<file path="config.mk">
export PLATFORM = sky130hd
export DESIGN_NAME = sbsr_top
export DESIGN_NICKNAME = d
export VERILOG_FILES = /design/src/hw/sbsr_pkg.sv /design/src/hw/sbsr_evt_if.sv /design/src/hw/sbsr_evt_reg.sv /design/src/hw/sbsr_top.sv
export VERILOG_INCLUDE_DIRS = /design/src /design/src/hw
export SDC_FILE = /design/constraint.sdc
export NUM_CORES = 1
export LEC_CHECK = 0
export BUFFER_PORTS_ARGS = -buffer_cell sky130_fd_sc_hd__buf_4
export CAP_MARGIN = 25
export CORE_MARGIN = 2
export CORE_UTILIZATION = 48
export CTS_CLUSTER_DIAMETER = 150
export DETAILED_ROUTE_END_ITERATION = 12
export HOLD_SLACK_MARGIN = 0.1
export PLACE_DENSITY_LB_ADDON = 0.15
export SLEW_MARGIN = 20
export SYNTH_ARGS = -nofsm -noshare
export SYNTH_HDL_FRONTEND = slang
export SYNTH_SLANG_ARGS = --single-unit
</file>
<file path="constraint.sdc">
create_clock -name clock -period 2.1 [get_ports clock]
set_clock_uncertainty 0.2 [all_clocks]
set_input_delay 0.42 -clock clock [delete_from_list [all_inputs] [get_ports clock]]
set_output_delay 0.42 -clock clock [all_outputs]
set_load 0.02 [all_outputs]
</file>
<file path="src/hw/sbsr_params.svh">
// Function
// - Status byte bit 6 summarises the other status byte bits.
// - Status byte returned on status query and on serial poll.
// - Every status bit has a mask bit; mask bit 6 has no effect.
// - Enabled status bit rising 0 to 1 raises a service request.
// - Mask is written by set command and read back by query.
// - Error queue bit set whenever an error entry is pushed.
// - With error bit enabled, each new error entry requests service.
// - Questionable summary set when an enabled questionable event is set.
// - Message available bit set while output queue holds a message.
// - Event summary set when an enabled event status bit is set.
// - Main summary set exactly when some enabled status bit is set.
// - Operation summary set when an enabled operation event is set.
// - A lower summary is the OR of events ANDed with enables.
// - Reading an event register clears it except for events set in the read cycle.
// - Event summary set when an enabled event status bit rises.
`ifndef SBSR_PARAMS_SVH
`define SBSR_PARAMS_SVH

// ----------------------------------------
// Status byte bit positions
// ----------------------------------------
`define SBSR_BIT_ERRQ   2
`define SBSR_BIT_QUES   3
`define SBSR_BIT_MAV    4
`define SBSR_BIT_ESB    5
`define SBSR_BIT_MSS    6
`define SBSR_BIT_OPER   7

// ----------------------------------------
// Widths and reset values
// ----------------------------------------
`define SBSR_BYTE_W     8
`define SBSR_SCPI_W     16
`define SBSR_ESR_W      8
`define SBSR_MASK_RST   8'h00
`define SBSR_MSS_MASK   8'h40

`endif

</file>
<file path="src/hw/sbsr_pkg.sv">
package sbsr_pkg;
  typedef logic [7:0] sbsr_byte_t;
  typedef enum logic [1:0] {
    SBSR_RESP_STATUS,
    SBSR_RESP_POLL,
    SBSR_RESP_MASK
  } sbsr_resp_t;
endpackage

</file>
<file path="src/hw/sbsr_evt_if.sv">
`timescale 1ns/1ns
`default_nettype none
interface sbsr_evt_if #(parameter int W = 16);
  logic [W-1:0] set;
  logic [W-1:0] enable;
  logic         read_clr;
  logic [W-1:0] rdata;
  logic         summary;
  modport dev  (input set, enable, read_clr, output rdata, summary);
  modport user (output set, enable, read_clr, input rdata, summary);
endinterface
`default_nettype wire

</file>
<file path="src/hw/sbsr_evt_reg.sv">
`timescale 1ns/1ns
`default_nettype none
module sbsr_evt_reg
  import sbsr_pkg::*;
#(
  parameter int W = 16
)(
  input  wire logic clock,
  input  wire logic nrst,
  sbsr_evt_if.dev   ev
);
  logic [W-1:0] ev_reg;

  // ----------------------------------------
  // Event memory, cleared by a read
  // ----------------------------------------
  // A new event in the read cycle survives the clear
  always_ff @(posedge clock or negedge nrst) begin
    if (!nrst) begin
      ev_reg <= '0;
    end else if (ev.read_clr) begin
      ev_reg <= ev.set;
    end else begin
      ev_reg <= ev_reg | ev.set;
    end
  end

  always_ff @(posedge clock or negedge nrst) begin
    if (!nrst) begin
      ev.rdata <= '0;
    end else if (ev.read_clr) begin
      ev.rdata <= ev_reg;
    end
  end

  assign ev.summary = |(ev_reg & ev.enable);
endmodule
`default_nettype wire

</file>
<file path="src/hw/sbsr_top.sv">
`timescale 1ns/1ns
`default_nettype none
`include "sbsr_params.svh"
module sbsr_top
  import sbsr_pkg::*;
#(
  parameter int SCPI_W = `SBSR_SCPI_W,
  parameter int ESR_W  = `SBSR_ESR_W
)(
  input  wire logic              clock,
  input  wire logic              nrst,
  input  wire logic              status_query,
  input  wire logic              serial_poll,
  input  wire logic              mask_write,
  input  wire logic [7:0]        mask_wdata,
  input  wire logic              mask_query,
  output logic                   resp_valid,
  output logic [7:0]             resp_data,
  input  wire logic              errq_push,
  input  wire logic              errq_nonempty,
  input  wire logic              outq_msg_avail,
  input  wire logic [SCPI_W-1:0] ques_set,
  input  wire logic [SCPI_W-1:0] ques_enable,
  input  wire logic              ques_read,
  output logic [SCPI_W-1:0]      ques_rdata,
  input  wire logic [SCPI_W-1:0] oper_set,
  input  wire logic [SCPI_W-1:0] oper_enable,
  input  wire logic              oper_read,
  output logic [SCPI_W-1:0]      oper_rdata,
  input  wire logic [ESR_W-1:0]  esr_set,
  input  wire logic [ESR_W-1:0]  esr_enable,
  input  wire logic              esr_read,
  output logic [ESR_W-1:0]       esr_rdata,
  output logic                   srq_pulse,
  output logic [7:0]             status_byte
);
  sbsr_byte_t mask_reg;
  sbsr_byte_t sts_prev_reg;
  sbsr_byte_t sts_now;
  sbsr_byte_t sts_low;
  sbsr_byte_t rise;
  logic       mss;
  logic       srq_next;
  logic       resp_any;
  sbsr_resp_t resp_sel;

  // ----------------------------------------
  // Lower event registers
  // ----------------------------------------
  sbsr_evt_if #(.W(SCPI_W)) ques_if ();
  sbsr_evt_if #(.W(SCPI_W)) oper_if ();
  sbsr_evt_if #(.W(ESR_W))  esr_if ();

  assign ques_if.set      = ques_set;
  assign ques_if.enable   = ques_enable;
  assign ques_if.read_clr = ques_read;
  assign ques_rdata       = ques_if.rdata;
  assign oper_if.set      = oper_set;
  assign oper_if.enable   = oper_enable;
  assign oper_if.read_clr = oper_read;
  assign oper_rdata       = oper_if.rdata;
  assign esr_if.set       = esr_set;
  assign esr_if.enable    = esr_enable;
  assign esr_if.read_clr  = esr_read;
  assign esr_rdata        = esr_if.rdata;

  sbsr_evt_reg #(.W(SCPI_W)) u_ques (
    .clock (clock),
    .nrst  (nrst),
    .ev    (ques_if)
  );
  sbsr_evt_reg #(.W(SCPI_W)) u_oper (
    .clock (clock),
    .nrst  (nrst),
    .ev    (oper_if)
  );
  sbsr_evt_reg #(.W(ESR_W)) u_esr (
    .clock (clock),
    .nrst  (nrst),
    .ev    (esr_if)
  );

  // ----------------------------------------
  // Status byte assembly
  // ----------------------------------------
  // Push counted in its own cycle so the bit never lags the entry
  always_comb begin
    sts_low                 = '0;
    sts_low[`SBSR_BIT_ERRQ] = errq_nonempty | errq_push;
    sts_low[`SBSR_BIT_QUES] = ques_if.summary;
    sts_low[`SBSR_BIT_MAV]  = outq_msg_avail;
    sts_low[`SBSR_BIT_ESB]  = esr_if.summary;
    sts_low[`SBSR_BIT_OPER] = oper_if.summary;
  end

  // Main summary looks at every bit but its own
  assign mss = |(sts_low & mask_reg & ~`SBSR_MSS_MASK);

  always_comb begin
    sts_now                = sts_low;
    sts_now[`SBSR_BIT_MSS] = mss;
  end

  assign status_byte = sts_prev_reg;

  // ----------------------------------------
  // Service request enable mask
  // ----------------------------------------
  // Bit 6 is stored as zero so it reads back zero and never gates anything
  always_ff @(posedge clock or negedge nrst) begin
    if (!nrst) begin
      mask_reg <= `SBSR_MASK_RST;
    end else if (mask_write) begin
      mask_reg <= mask_wdata & ~`SBSR_MSS_MASK;
    end
  end

  // ----------------------------------------
  // Service request generation
  // ----------------------------------------
  always_ff @(posedge clock or negedge nrst) begin
    if (!nrst) begin
      sts_prev_reg <= '0;
    end else begin
      sts_prev_reg <= sts_now;
    end
  end

  assign rise = sts_now & ~sts_prev_reg & mask_reg & ~`SBSR_MSS_MASK;

  // Each error entry requests service even while the bit already stands
  assign srq_next = (|rise) || (errq_push && mask_reg[`SBSR_BIT_ERRQ]);

  always_ff @(posedge clock or negedge nrst) begin
    if (!nrst) begin
      srq_pulse <= 1'b0;
    end else begin
      srq_pulse <= srq_next;
    end
  end

  // ----------------------------------------
  // Query and serial poll answers
  // ----------------------------------------
  // One answer per cycle: status query, then poll, then mask query
  assign resp_any = status_query | serial_poll | mask_query;

  always_comb begin
    if (status_query) begin
      resp_sel = SBSR_RESP_STATUS;
    end else if (serial_poll) begin
      resp_sel = SBSR_RESP_POLL;
    end else begin
      resp_sel = SBSR_RESP_MASK;
    end
  end

  always_ff @(posedge clock or negedge nrst) begin
    if (!nrst) begin
      resp_valid <= 1'b0;
    end else begin
      resp_valid <= resp_any;
    end
  end

  always_ff @(posedge clock or negedge nrst) begin
    if (!nrst) begin
      resp_data <= '0;
    end else if (resp_any) begin
      unique case (resp_sel)
        SBSR_RESP_STATUS: resp_data <= sts_now;
        SBSR_RESP_POLL:   resp_data <= sts_now;
        SBSR_RESP_MASK: resp_data <= mask_reg;
      endcase
    end
  end
endmodule
`default_nettype wire

</file>
# After elaboration in Yosys (flattened, before gate mapping)
# Cells that the tools add are included.
op_classes:
  bitwise_logic: 13
  n_reduce_logical: 9
  n_eq_ne: 2
  mux: 6
op_table:
  columns: ["op", "n"]
  rows:
  - ["$and A16 B16 Y16", 2]
  - ["$and A8 B8 Y8", 4]
  - ["$mux W16", 2]
  - ["$or A16 B16 Y16", 2]
  - ["$reduce_or A16 Y1", 2]
  - ["$pmux W8 S2", 1]
  - ["$reduce_or A7 Y1", 2]
  - ["$mux W8", 1]
  - ["$not A8 Y8", 1]
  - ["$or A8 B8 Y8", 1]
  - ["$reduce_or A8 Y1", 1]
  - ["$mux W2", 2]
  - ["$or A1 B1 Y1", 3]
  - ["$eq A2 B1 Y1 const B", 1]
  - ["$eq A2 B2 Y1 const B", 1]
  - ["$logic_not A2 Y1", 1]
  - ["$reduce_or A2 Y1", 1]
  - ["$logic_and A1 B1 Y1", 1]
  - ["$logic_or A1 B1 Y1", 1]
word_totals:
  ff_bits: 103
  output_inout_bits: 58
  elab_cells: 41

# Longest topological paths before layout
# Gate-level depths: netlist of the first run.
depth:
  depth_word: 8
  mapped_depth: 5

# Cells and area by module
# Synthesis of the first run repeated with hierarchy kept, for this count alone.
hier_totals:
  cells_unflattened: 266
  hier_area_um2: 4076.4
modules_own_cells:
  columns: ["mod", "cells_per_inst", "instances", "area_each_um2"]
  rows:
  - ["sbsr_evt_reg (u_oper ...)", 77, 2, 1257.5]
  - ["sbsr_top", 73, 1, 927.1]
  - ["sbsr_evt_reg (u_esr)", 39, 1, 634.4]

# Worst setup path before layout of the first run
# Ideal clock, no wire load.
synth_path:
  path_kind: "input to register"
  from: "in oper_enable[5]"
  to: "reg resp_data[6]"
  path_slack_ns: 0.372
  arrival_time_ns: 1.395
  cell_stages: 5
  cell_sequence: "a22o_1 -> a221oi_2 -> nand4_2 -> a221oi_2 -> o22ai_1"
synth_between:
  elab_chain_len: 5
synth_rtl:
  columns: ["item", "line", "source"]
  rows:
  - ["from (decl)", "sbsr_top.sv:27", "input wire logic [SCPI_W-1:0] oper_enable,"]
  - ["$and A16 B16 Y16", "sbsr_evt_reg.sv:36", "assign ev.summary = |(ev_reg & ev.enable);"]
  - ["$reduce_or A16 Y1", "sbsr_evt_reg.sv:36", null]
  - ["net oper_if.summary", "sbsr_evt_if.sv:8", "logic summary;"]
  - ["$and A8 B8 Y8", "sbsr_top.sv:97", "assign mss = |(sts_low & mask_reg & ~`SBSR_MSS_MASK);"]
  - ["$reduce_or A7 Y1", "sbsr_top.sv:97", null]
  - ["$pmux W8 S2", "sbsr_top.sv:170", "unique case (resp_sel)"]
  - ["to (signal assigned)", "sbsr_top.sv:171", "SBSR_RESP_STATUS: resp_data <= sts_now;"]
  - ["to (signal assigned)", "sbsr_top.sv:172", "SBSR_RESP_POLL: resp_data <= sts_now;"]
  - ["to (signal assigned)", "sbsr_top.sv:173", "SBSR_RESP_MASK: resp_data <= mask_reg;"]
  - ["to (decl)", "sbsr_top.sv:18", "output logic [7:0] resp_data,"]
# The timed path passes the listed nets, and every way through them passes these cells.
# A chain may end at the register's enable or synchronous reset.

# Final worst setup path of the first run
layout_path:
  from: "in errq_push"
  to: "reg sts_prev_reg[2] (netlist: status_byte[2])"
layout_between:
  elab_chain_len: 1
layout_rtl:
  columns: ["item", "line", "source"]
  rows:
  - ["from (decl)", "sbsr_top.sv:19", "input wire logic errq_push,"]
  - ["$or A1 B1 Y1", "sbsr_top.sv:89", "sts_low[`SBSR_BIT_ERRQ] = errq_nonempty | errq_push;"]
  - ["net sts_low[2]", "sbsr_top.sv:40", "sbsr_byte_t sts_low;"]
  - ["to (signal assigned)", "sbsr_top.sv:125", "sts_prev_reg <= sts_now;"]
  - ["to (decl)", "sbsr_top.sv:38", "sbsr_byte_t sts_prev_reg;"]
# The timed path passes the listed nets, and every way through them passes these cells.

==> results of run 1 <==
## cell type report
cell class / count / area, µm² / area share (%)
tap: 105 / 131 / 2.18
multi-input combinational: 147 / 1300 / 21.7
timing repair buffer: 213 / 1750 / 29.0
clock buffer: 10 / 138 / 2.29
clock inverter: 4 / 95.1 / 1.58
inverter: 6 / 22.5 / 0.375
sequential: 103 / 2580 / 42.9
## power groups by stage
| stage | combinational [mW] | sequential (mW) | clock (mW) |
|---|---|---|---|
| final | 0.841 | 2.26 | 1.43 |
| after CTS | 0.846 | 2.26 | 1.47 |
| after floorplan | 0.229 | 2.41 | 0 |
| after global placement | 0.752 | 2.29 | 0 |
| after detailed placement | 0.764 | 2.30 | 0 |
| after global routing | 0.907 | 2.29 | 1.53 |
## cells by family after synthesis
kind of cell           count (synthesis)
other                                  1
AO/OA/AOI/OAI                         73
multiplexers                          54
flip-flops                           103
buffers and inverters                 18
AND/OR/NAND/NOR                       18
## layer usage
layer / track usage, % / up-vias / share of wire (%)
met3: 4.55 / 13 / 6.1
li1: - / 1390 / -
met5: 0 / - / 0
met4: 9.06 / 0 / 1.8
met2: 37.2 / 95 / 51
met1: 26.0 / 1479 / 41
## metrics by stage
stage,setup slack (ps),std cells,total power [mW],utilization (%)
2_1_floorplan,372,268,2.64,-
3_3_place_gp,96.0,520,3.04,64.7
3_5_place_dp,90.8,520,3.06,64.7
4_1_cts,227,588,4.58,74.3
5_1_grt,112,588,4.72,74.3
6_report,204,588,4.53,74.3
## cell usage in the layout, fill, tap and decap left out
master,count
or2_2,1
mux2_1,31
a221oi_2,9
bufinv_16,3
buf_4,158
a22oi_1,4
o221ai_1,1
or3_1,1
o21ai_0,3
a31oi_1,1
clkinv_2,1
mux2i_1,7
a21o_1,41
nor2b_1,1
inv_2,3
o22ai_1,1
a22o_1,8
nand2_1,4
conb_1,2
nor2_1,6
buf_12,1
inv_1,3
clkbuf_8,10
nand4_1,2
a21oi_1,5
mux2_2,16
dfrtp_1,103
nand4_2,1
nor3_1,2
dlygate4sd3_1,54
## worst max-delay path: cells and delay by family
family                 cells  cell delay (ps)
buffers and inverters      3             1240
and+or+nand+nor            1              270
## timing repair
action	CTS	global route
hold buffers	54	0
buffers inserted	0	0
endpoints found under the hold margin	155	0
## how the worst min path moves through the flow
stage,slack [ps],startpoint,end
after floorplan,-80,nrst,mask_reg[0]
after CTS,170,mask_write,mask_reg[3]
after global routing,180,mask_write,mask_reg[3]
final,180,mask_write,mask_reg[3]
after global placement,270,u_oper.ev.rdata[5],u_oper.ev.rdata[5]
after detailed placement,280,u_ques.ev.rdata[9],u_ques.ev.rdata[9]
==> flow_summary.ini, run 1 <==
[logic_synthesis]
syn_area_per_cell_um2 = 14.8
seq_area_frac_synth_pct = 65.2
synth_area_leaders = dfrtp_1 65%, mux2_1 8.8%, a21o_1 7.8%, mux2_2 4.6%, a221oi_2 3.4%
synth_top_area_share_pct = 65.2
ys_ff_latch = 103
synth_top_flop_cell = dfrtp_1
synth_commonest_cells = 103 x dfrtp_1, 41 x a21o_1, 31 x mux2_1
synth-adder-area-share_pct = 0
synth.most_common_cell = dfrtp_1
yosys_warnings = 0
synth_area_leader_cell = dfrtp_1
post_synth_instance_area_um2 = 3950
synth_cells = 267
synth_edf_count = 0
synth_compound_area_share_pct = 15.3
yosys.area_share.xor_xnor_pct = 0
synth_top_family_by_area = compound AO/OA/AOI/OAI gates
synthSimpleGateAreaFrac_pct = 2.31
synth-async-reset-ratio_pct = 100
synth.mux.area_fraction_pct = 15.2
yosysUniqueCellTypes = 27

[setup_path]
cp.required_ps = 2140
crit_path_cell_trace = dlygate4sd3_1 > buf_4 > or2_2 > dlygate4sd3_1
startpoint_type = input pin
critPathArrivalTime_ps = 1930
crit_path_end_kind = register
crit_path_end = status_byte[2]
crit_path_frequent_cell = dlygate4sd3_1
reg2reg_depth = 5
r2r_setup_slack_ps = 220
critPathLaunch = errq_push
timing.rr.end = resp_data[6]
crit_slowest_cell = dlygate4sd3_1
reg2reg_from = u_oper.ev_reg[5]
crit_type = input pin to register
max_stage_delay_ps = 560
path_max_fanout = 3

[die]
die_w_um = 94.8
ioPinCount = 158
dieArea_um2 = 8980
core_um2 = 8090
die-height_um = 94.8
start_util_pct = 48.9
rows = 33

[layout]
final_area_um2 = 6010
finalNetCount = 580
fill_cells = 546
syn_to_final_growth_pct = 52.1
drive_gt1_share_pct = 42.0
antenna_cells = 0

[grt]
grt_pass1_vias = 3142
grt_overflow = 0
antenna_found_initial = 0
track_usage_pct = 21.5
grt_max_degree = 104
grt_pass1_wl_um = 14700

[sta]
setup_tns_ps = 0
min_period_ps = 1900
clock.fmax_ghz = 0.527
hold_slack_ps = 180
rsz0062_at_grt = false
hold_violations = 0
worst_pin_slew_ps = 536
slew_headroom_pct = 64.3
final-setup-viol-count = 0
report.final.slew_viol_count = 0
period_share_pct = 90.3

[route]
drt-vias-per-instance = 5.06
vias = 2977
drc = 0
drt_iter0_drc = 109
wl_um = 9320
wire_per_inst_um = 15.9
dr.pass1.iters = 4
postRouteAntennaNets = 0

[cts]
clock_path_buffers = 2
clkLatencyLatePin_ps = 350
cts_buffers = 9
cts_num_sinks = 103
cts_max_level = 3
cts_resized = 0
clkTransAtPathRegs_ps = 90
clk_root_buffer_cell = clkbuf_8
cts_tree = done

[place]
dpl_cell_area_um2 = 5240
numPortBuffers = 154
gp_congestion = 0.777
place_hpwl_um = 6060

[outcome]
status = complete, no violations

[job]
drv_cap = 0

[power_and_ir_drop]
internal_power_mw = 3.42
switching_power_mw = 1.11
power.share.clock_pct = 31.6
power_frac_comb_pct = 18.6
ir_drop_mv = 0.487
p_per_area_nw_per_um2 = 754
p_leak_nw = 2.80
pwr-share-seq_pct = 49.9
netSwitchingFraction_pct = 24.5

[min_path]
min-delay-path-class = input pin to register
hold_depth = 2
Power figures use the tool's default switching activity.
==> inputs of run 2 (changes only) <==
Settings changed: PLACE_DENSITY set to 0.87, PLACE_DENSITY_LB_ADDON 0.15 to not set.
==> run 2 against run 1 <==
Against the previous run: critical path depth is the same; first-iteration DRC count shrank 46%; wire length grew 0.94%; core utilization shrank 0.62 points; global-route usage shrank 0.50 points; critical endpoint unchanged; largest cell class unchanged; highest routed layer unchanged.
==> flow_summary.ini, run 2 (synthesis gave the netlist of run 1 again) <==
[outcome]
status = complete, no violations

[setup_path]
startpoint_type = input pin
reg2reg_depth = 5
max_stage_delay_ps = 570
crit_type = input pin to register
crit_slowest_cell = dlygate4sd3_1
cp.required_ps = 2140
path_max_fanout = 3
crit_path_end_kind = register
crit_path_frequent_cell = dlygate4sd3_1
crit_path_cell_trace = dlygate4sd3_1 > buf_4 > or2_2 > dlygate4sd3_1
critPathArrivalTime_ps = 1970

[die]
ioPinCount = 158
rows = 33
start_util_pct = 48.9
die_w_um = 94.8
core_um2 = 8090
die-height_um = 94.8
dieArea_um2 = 8980

[place]
numPortBuffers = 154
place_hpwl_um = 6380
gp_congestion = 0.740
dp.cells = 519

[layout]
syn_to_final_growth_pct = 50.8
finalNetCount = 578
most-common-layout-cells = 157 x buf_4, 103 x dfrtp_1, 53 x dlygate4sd3_1
drive_gt1_share_pct = 41.8
final_common_cell = buf_4
antenna_cells = 0
final_cells = 588
final_util_pct = 73.7

[sta]
clock.fmax_ghz = 0.518
setup_tns_ps = 0
report.final.slew_viol_count = 0
min_period_ps = 1930
hold_slack_ps = 114
period_share_pct = 91.8
rsz0062_at_grt = false
final-setup-viol-count = 0
hold_violations = 0
slew_headroom_pct = 64.2
worst_pin_slew_ps = 538

[route]
wl_um = 9410
drt_iter0_drc = 59
drt-vias-per-instance = 5.15
dr.pass1.iters = 4
vias = 3028
wire_per_inst_um = 16.0
postRouteAntennaNets = 0
drc = 0

[grt]
grt_overflow = 0
grt_pass1_vias = 3163
antenna_found_initial = 0
grt_max_degree = 104
track_usage_pct = 21.0
grt_pass1_wl_um = 14700

[cts]
cts_tree = done
cts_buffers = 9
clock_path_buffers = 2
clk_root_buffer_cell = clkbuf_8
clkLatencyLatePin_ps = 350
cts_num_sinks = 103
cts_max_level = 3
clkTransAtPathRegs_ps = 100

[job]
drv_cap = 0

[power_and_ir_drop]
power.share.clock_pct = 28.3
netSwitchingFraction_pct = 26.1
switching_power_mw = 1.13
p_per_area_nw_per_um2 = 726
pwr-share-seq_pct = 52.3
ir_drop_mv = 0.451
total_power_mw = 4.33
power_frac_comb_pct = 19.4
internal_power_mw = 3.20
p_leak_nw = 2.77

[min_path]
min-delay-path-class = input pin to register
hold_depth = 2
run 2: critical path: cells and delay by family:
kind	cells	cell delay, ps
simple gates	1	300
buf+inv	3	1250
run 2: cell type report:
type,count,area (µm²)
Clock buffer,12,145
Clock inverter,4,55.1
Fill cell,541,2130
Inverter,6,22.5
Multi-Input combinational cell,147,1300
Sequential cell,103,2580
Tap cell,105,131
Timing Repair Buffer,211,1730
run 2: stage by stage:
step                instance area (µm²)  worst slack, ps
finish                             5960              171
global route                       5960              134
CTS                                5960              211
detailed placement                 5230             93.4
global placement                   5230             94.6
floorplan                          3960              372
run 2: power by group through the flow:
stage | combinational (mW) | sequential [mW] | clock (mW)
2_1_floorplan | 0.229 | 2.41 | 0
3_3_place_gp | 0.747 | 2.29 | 0
3_5_place_dp | 0.764 | 2.30 | 0
4_1_cts | 0.844 | 2.26 | 1.26
5_1_grt | 0.898 | 2.29 | 1.34
6_report | 0.839 | 2.26 | 1.23
run 2: layer usage:
layer	wire, µm	share of wire, %	up-vias	global-route usage (%)
met5	0	0	-	0
met4	180	1.9	0	7.49
met3	525	5.6	16	4.39
met2	5020	53	105	37.5
met1	3680	39	1518	24.9
li1	-	-	1389	-
run 2: worst paths after layout:
check	startpoint	to	slack [ps]
setup reg to reg	u_oper.ev_reg[0]	resp_data[6]	240
hold / removal	mask_wdata[2]	mask_reg[2]	110
min in group asynchronous	nrst	resp_data[1]	460
hold reg to reg	u_ques.ev.rdata[7]	u_ques.ev.rdata[7]	290
setup / recovery	errq_push	status_byte[2]	170
max in group asynchronous	nrst	u_oper.ev_reg[5]	820
run 2: repair_timing:
action | in CTS | in global routing
gates resized for setup | 0 | 0
hold buffers | 53 | 0
hold endpoints to repair | 153 | 0
buffers inserted | 0 | 0
==> inputs of run 3 (changes only) <==
Settings changed: RECOVER_POWER set to 50.
==> run 3 against run 2 <==
Against the previous run: cell count is the same; combinational power shrank 1%; largest power group unchanged; first-iteration DRC count is the same; setup slack lost 4.3 ps; critical path depth is the same; via count is the same; wire length shrank 0.35%; largest cell class unchanged; sequential cell count is the same.
==> flow_summary.ini, run 3 (synthesis gave the netlist of run 1 again) <==
[outcome]
status = complete, no violations

[setup_path]
crit_type = input pin to register
reg2reg_depth = 5
crit_path_end_kind = register
path_max_fanout = 3
cp.required_ps = 2130
critPathArrivalTime_ps = 1970
startpoint_type = input pin

[cts]
cts_max_level = 3
cts_num_sinks = 103
clock_path_buffers = 2
cts_tree = done
clkTransAtPathRegs_ps = 90
cts_resized = 0
clk_root_buffer_cell = clkbuf_8
cts_buffers = 9
clkLatencyLatePin_ps = 350

[sta]
report.final.slew_viol_count = 0
worst_pin_slew_ps = 1010
setup_tns_ps = 0
fin_ws_ps = 167
hold_violations = 0
clock.fmax_ghz = 0.517
slew_headroom_pct = 32.6
min_period_ps = 1930
period_share_pct = 92.1
final-setup-viol-count = 0
rsz0062_at_grt = false

[place]
place_hpwl_um = 6380
dp.cells = 519
gp_congestion = 0.740
dp_slack_ps = 93.4
numPortBuffers = 154

[route]
vias = 3028
drc = 0
wire_per_inst_um = 16.0
drt_iter0_drc = 59
dr.pass1.iters = 5
postRouteAntennaNets = 0
drt-vias-per-instance = 5.15
wl_um = 9380

[grt]
antenna_found_initial = 0
grt_pass1_vias = 3163
grt_max_degree = 104
track_usage_pct = 21.0
grt_overflow = 0
grt_pass1_wl_um = 14700

[power_and_ir_drop]
p_leak_nw = 2.75
pwr-share-seq_pct = 52.4
power_frac_comb_pct = 19.2
internal_power_mw = 3.19
netSwitchingFraction_pct = 26.1
switching_power_mw = 1.13
ir_drop_mv = 0.450
p_per_area_nw_per_um2 = 727
power.share.clock_pct = 28.4
total_power_mw = 4.32

[die]
rows = 33
ioPinCount = 158
dieArea_um2 = 8980
core_um2 = 8090
die_w_um = 94.8
die-height_um = 94.8
start_util_pct = 48.9

[layout]
fill_cells = 549
drive_gt1_share_pct = 41.2
final_common_cell = buf_4
finalNetCount = 578
most-common-layout-cells = 126 x buf_4, 103 x dfrtp_1, 53 x dlygate4sd3_1
syn_to_final_growth_pct = 50.3
final_cells = 588
antenna_cells = 0

[job]
drv_cap = 0

[min_path]
hold_depth = 2
min-delay-path-class = input pin to register
run 3: changes by cell type in the layout (fill, tap and decap cells not counted):
| cell | before | now |
|---|---|---|
| buf_4 | 157 | 126 |
| clkbuf_4 | 0 | 28 |
| clkbuf_1 | 2 | 5 |
| buf_12 | 1 | 0 |
| buf_6 | 0 | 1 |
run 3: critical path: stages:
cell and delay [ps]:
dlygate4sd3_1 540, buf_4 140, or2_2 290, dlygate4sd3_1 570
run 3: final cells by class:
cell class | count | area [µm²] | share of cell area (%)
multi-input combinational | 147 | 1300 | 21.9
clock inverter | 4 | 55.1 | 0.926
inverter | 6 | 22.5 | 0.379
tap | 105 | 131 | 2.21
clock buffer | 12 | 145 | 2.44
timing repair buffer | 211 | 1710 | 28.8
sequential | 103 | 2580 | 43.4
run 3: power by group through the flow:
stage          logic [mW]  registers, mW  clock network [mW]
2_1_floorplan       0.229           2.41                   0
3_3_place_gp        0.747           2.29                   0
3_5_place_dp        0.764           2.30                   0
4_1_cts             0.844           2.26                1.26
5_1_grt             0.890           2.29                1.34
6_report            0.831           2.26                1.23
run 3: metal layers:
layer | vias to the layer above | part of all wire, % | GRT usage [%]
met1 | 1521 | 39 | 24.9
li1 | 1384 | - | -
met2 | 107 | 53 | 37.5
met4 | 0 | 1.9 | 7.49
met5 | - | 0 | 0
met3 | 16 | 5.8 | 4.39
run 3: what timing repair did:
action,4_1_cts,5_1_grt
buffers inserted,0,0
hold endpoints to repair,153,0
hold buffers,53,0
run 3: metrics by stage:
stage / cell area (µm²) / util [%] / hold WS, ps
2_1_floorplan: 3960 / - / -75.6
3_3_place_gp: 5230 / 64.7 / 272
3_5_place_dp: 5230 / 64.7 / 276
4_1_cts: 5960 / 73.7 / 104
5_1_grt: 5940 / 73.4 / 113
6_report: 5940 / 73.4 / 114
run 3: path summary, 6_finish.rpt:
check	from	to	slack, ps
setup / recovery	errq_push	status_byte[2]	170
hold / removal	mask_wdata[2]	mask_reg[2]	110
setup reg to reg	u_oper.ev_reg[0]	resp_data[6]	230
hold reg to reg	u_ques.ev.rdata[7]	u_ques.ev.rdata[7]	290
max in group asynchronous	nrst	u_ques.ev_reg[7]	450
min in group asynchronous	nrst	mask_reg[4]	610
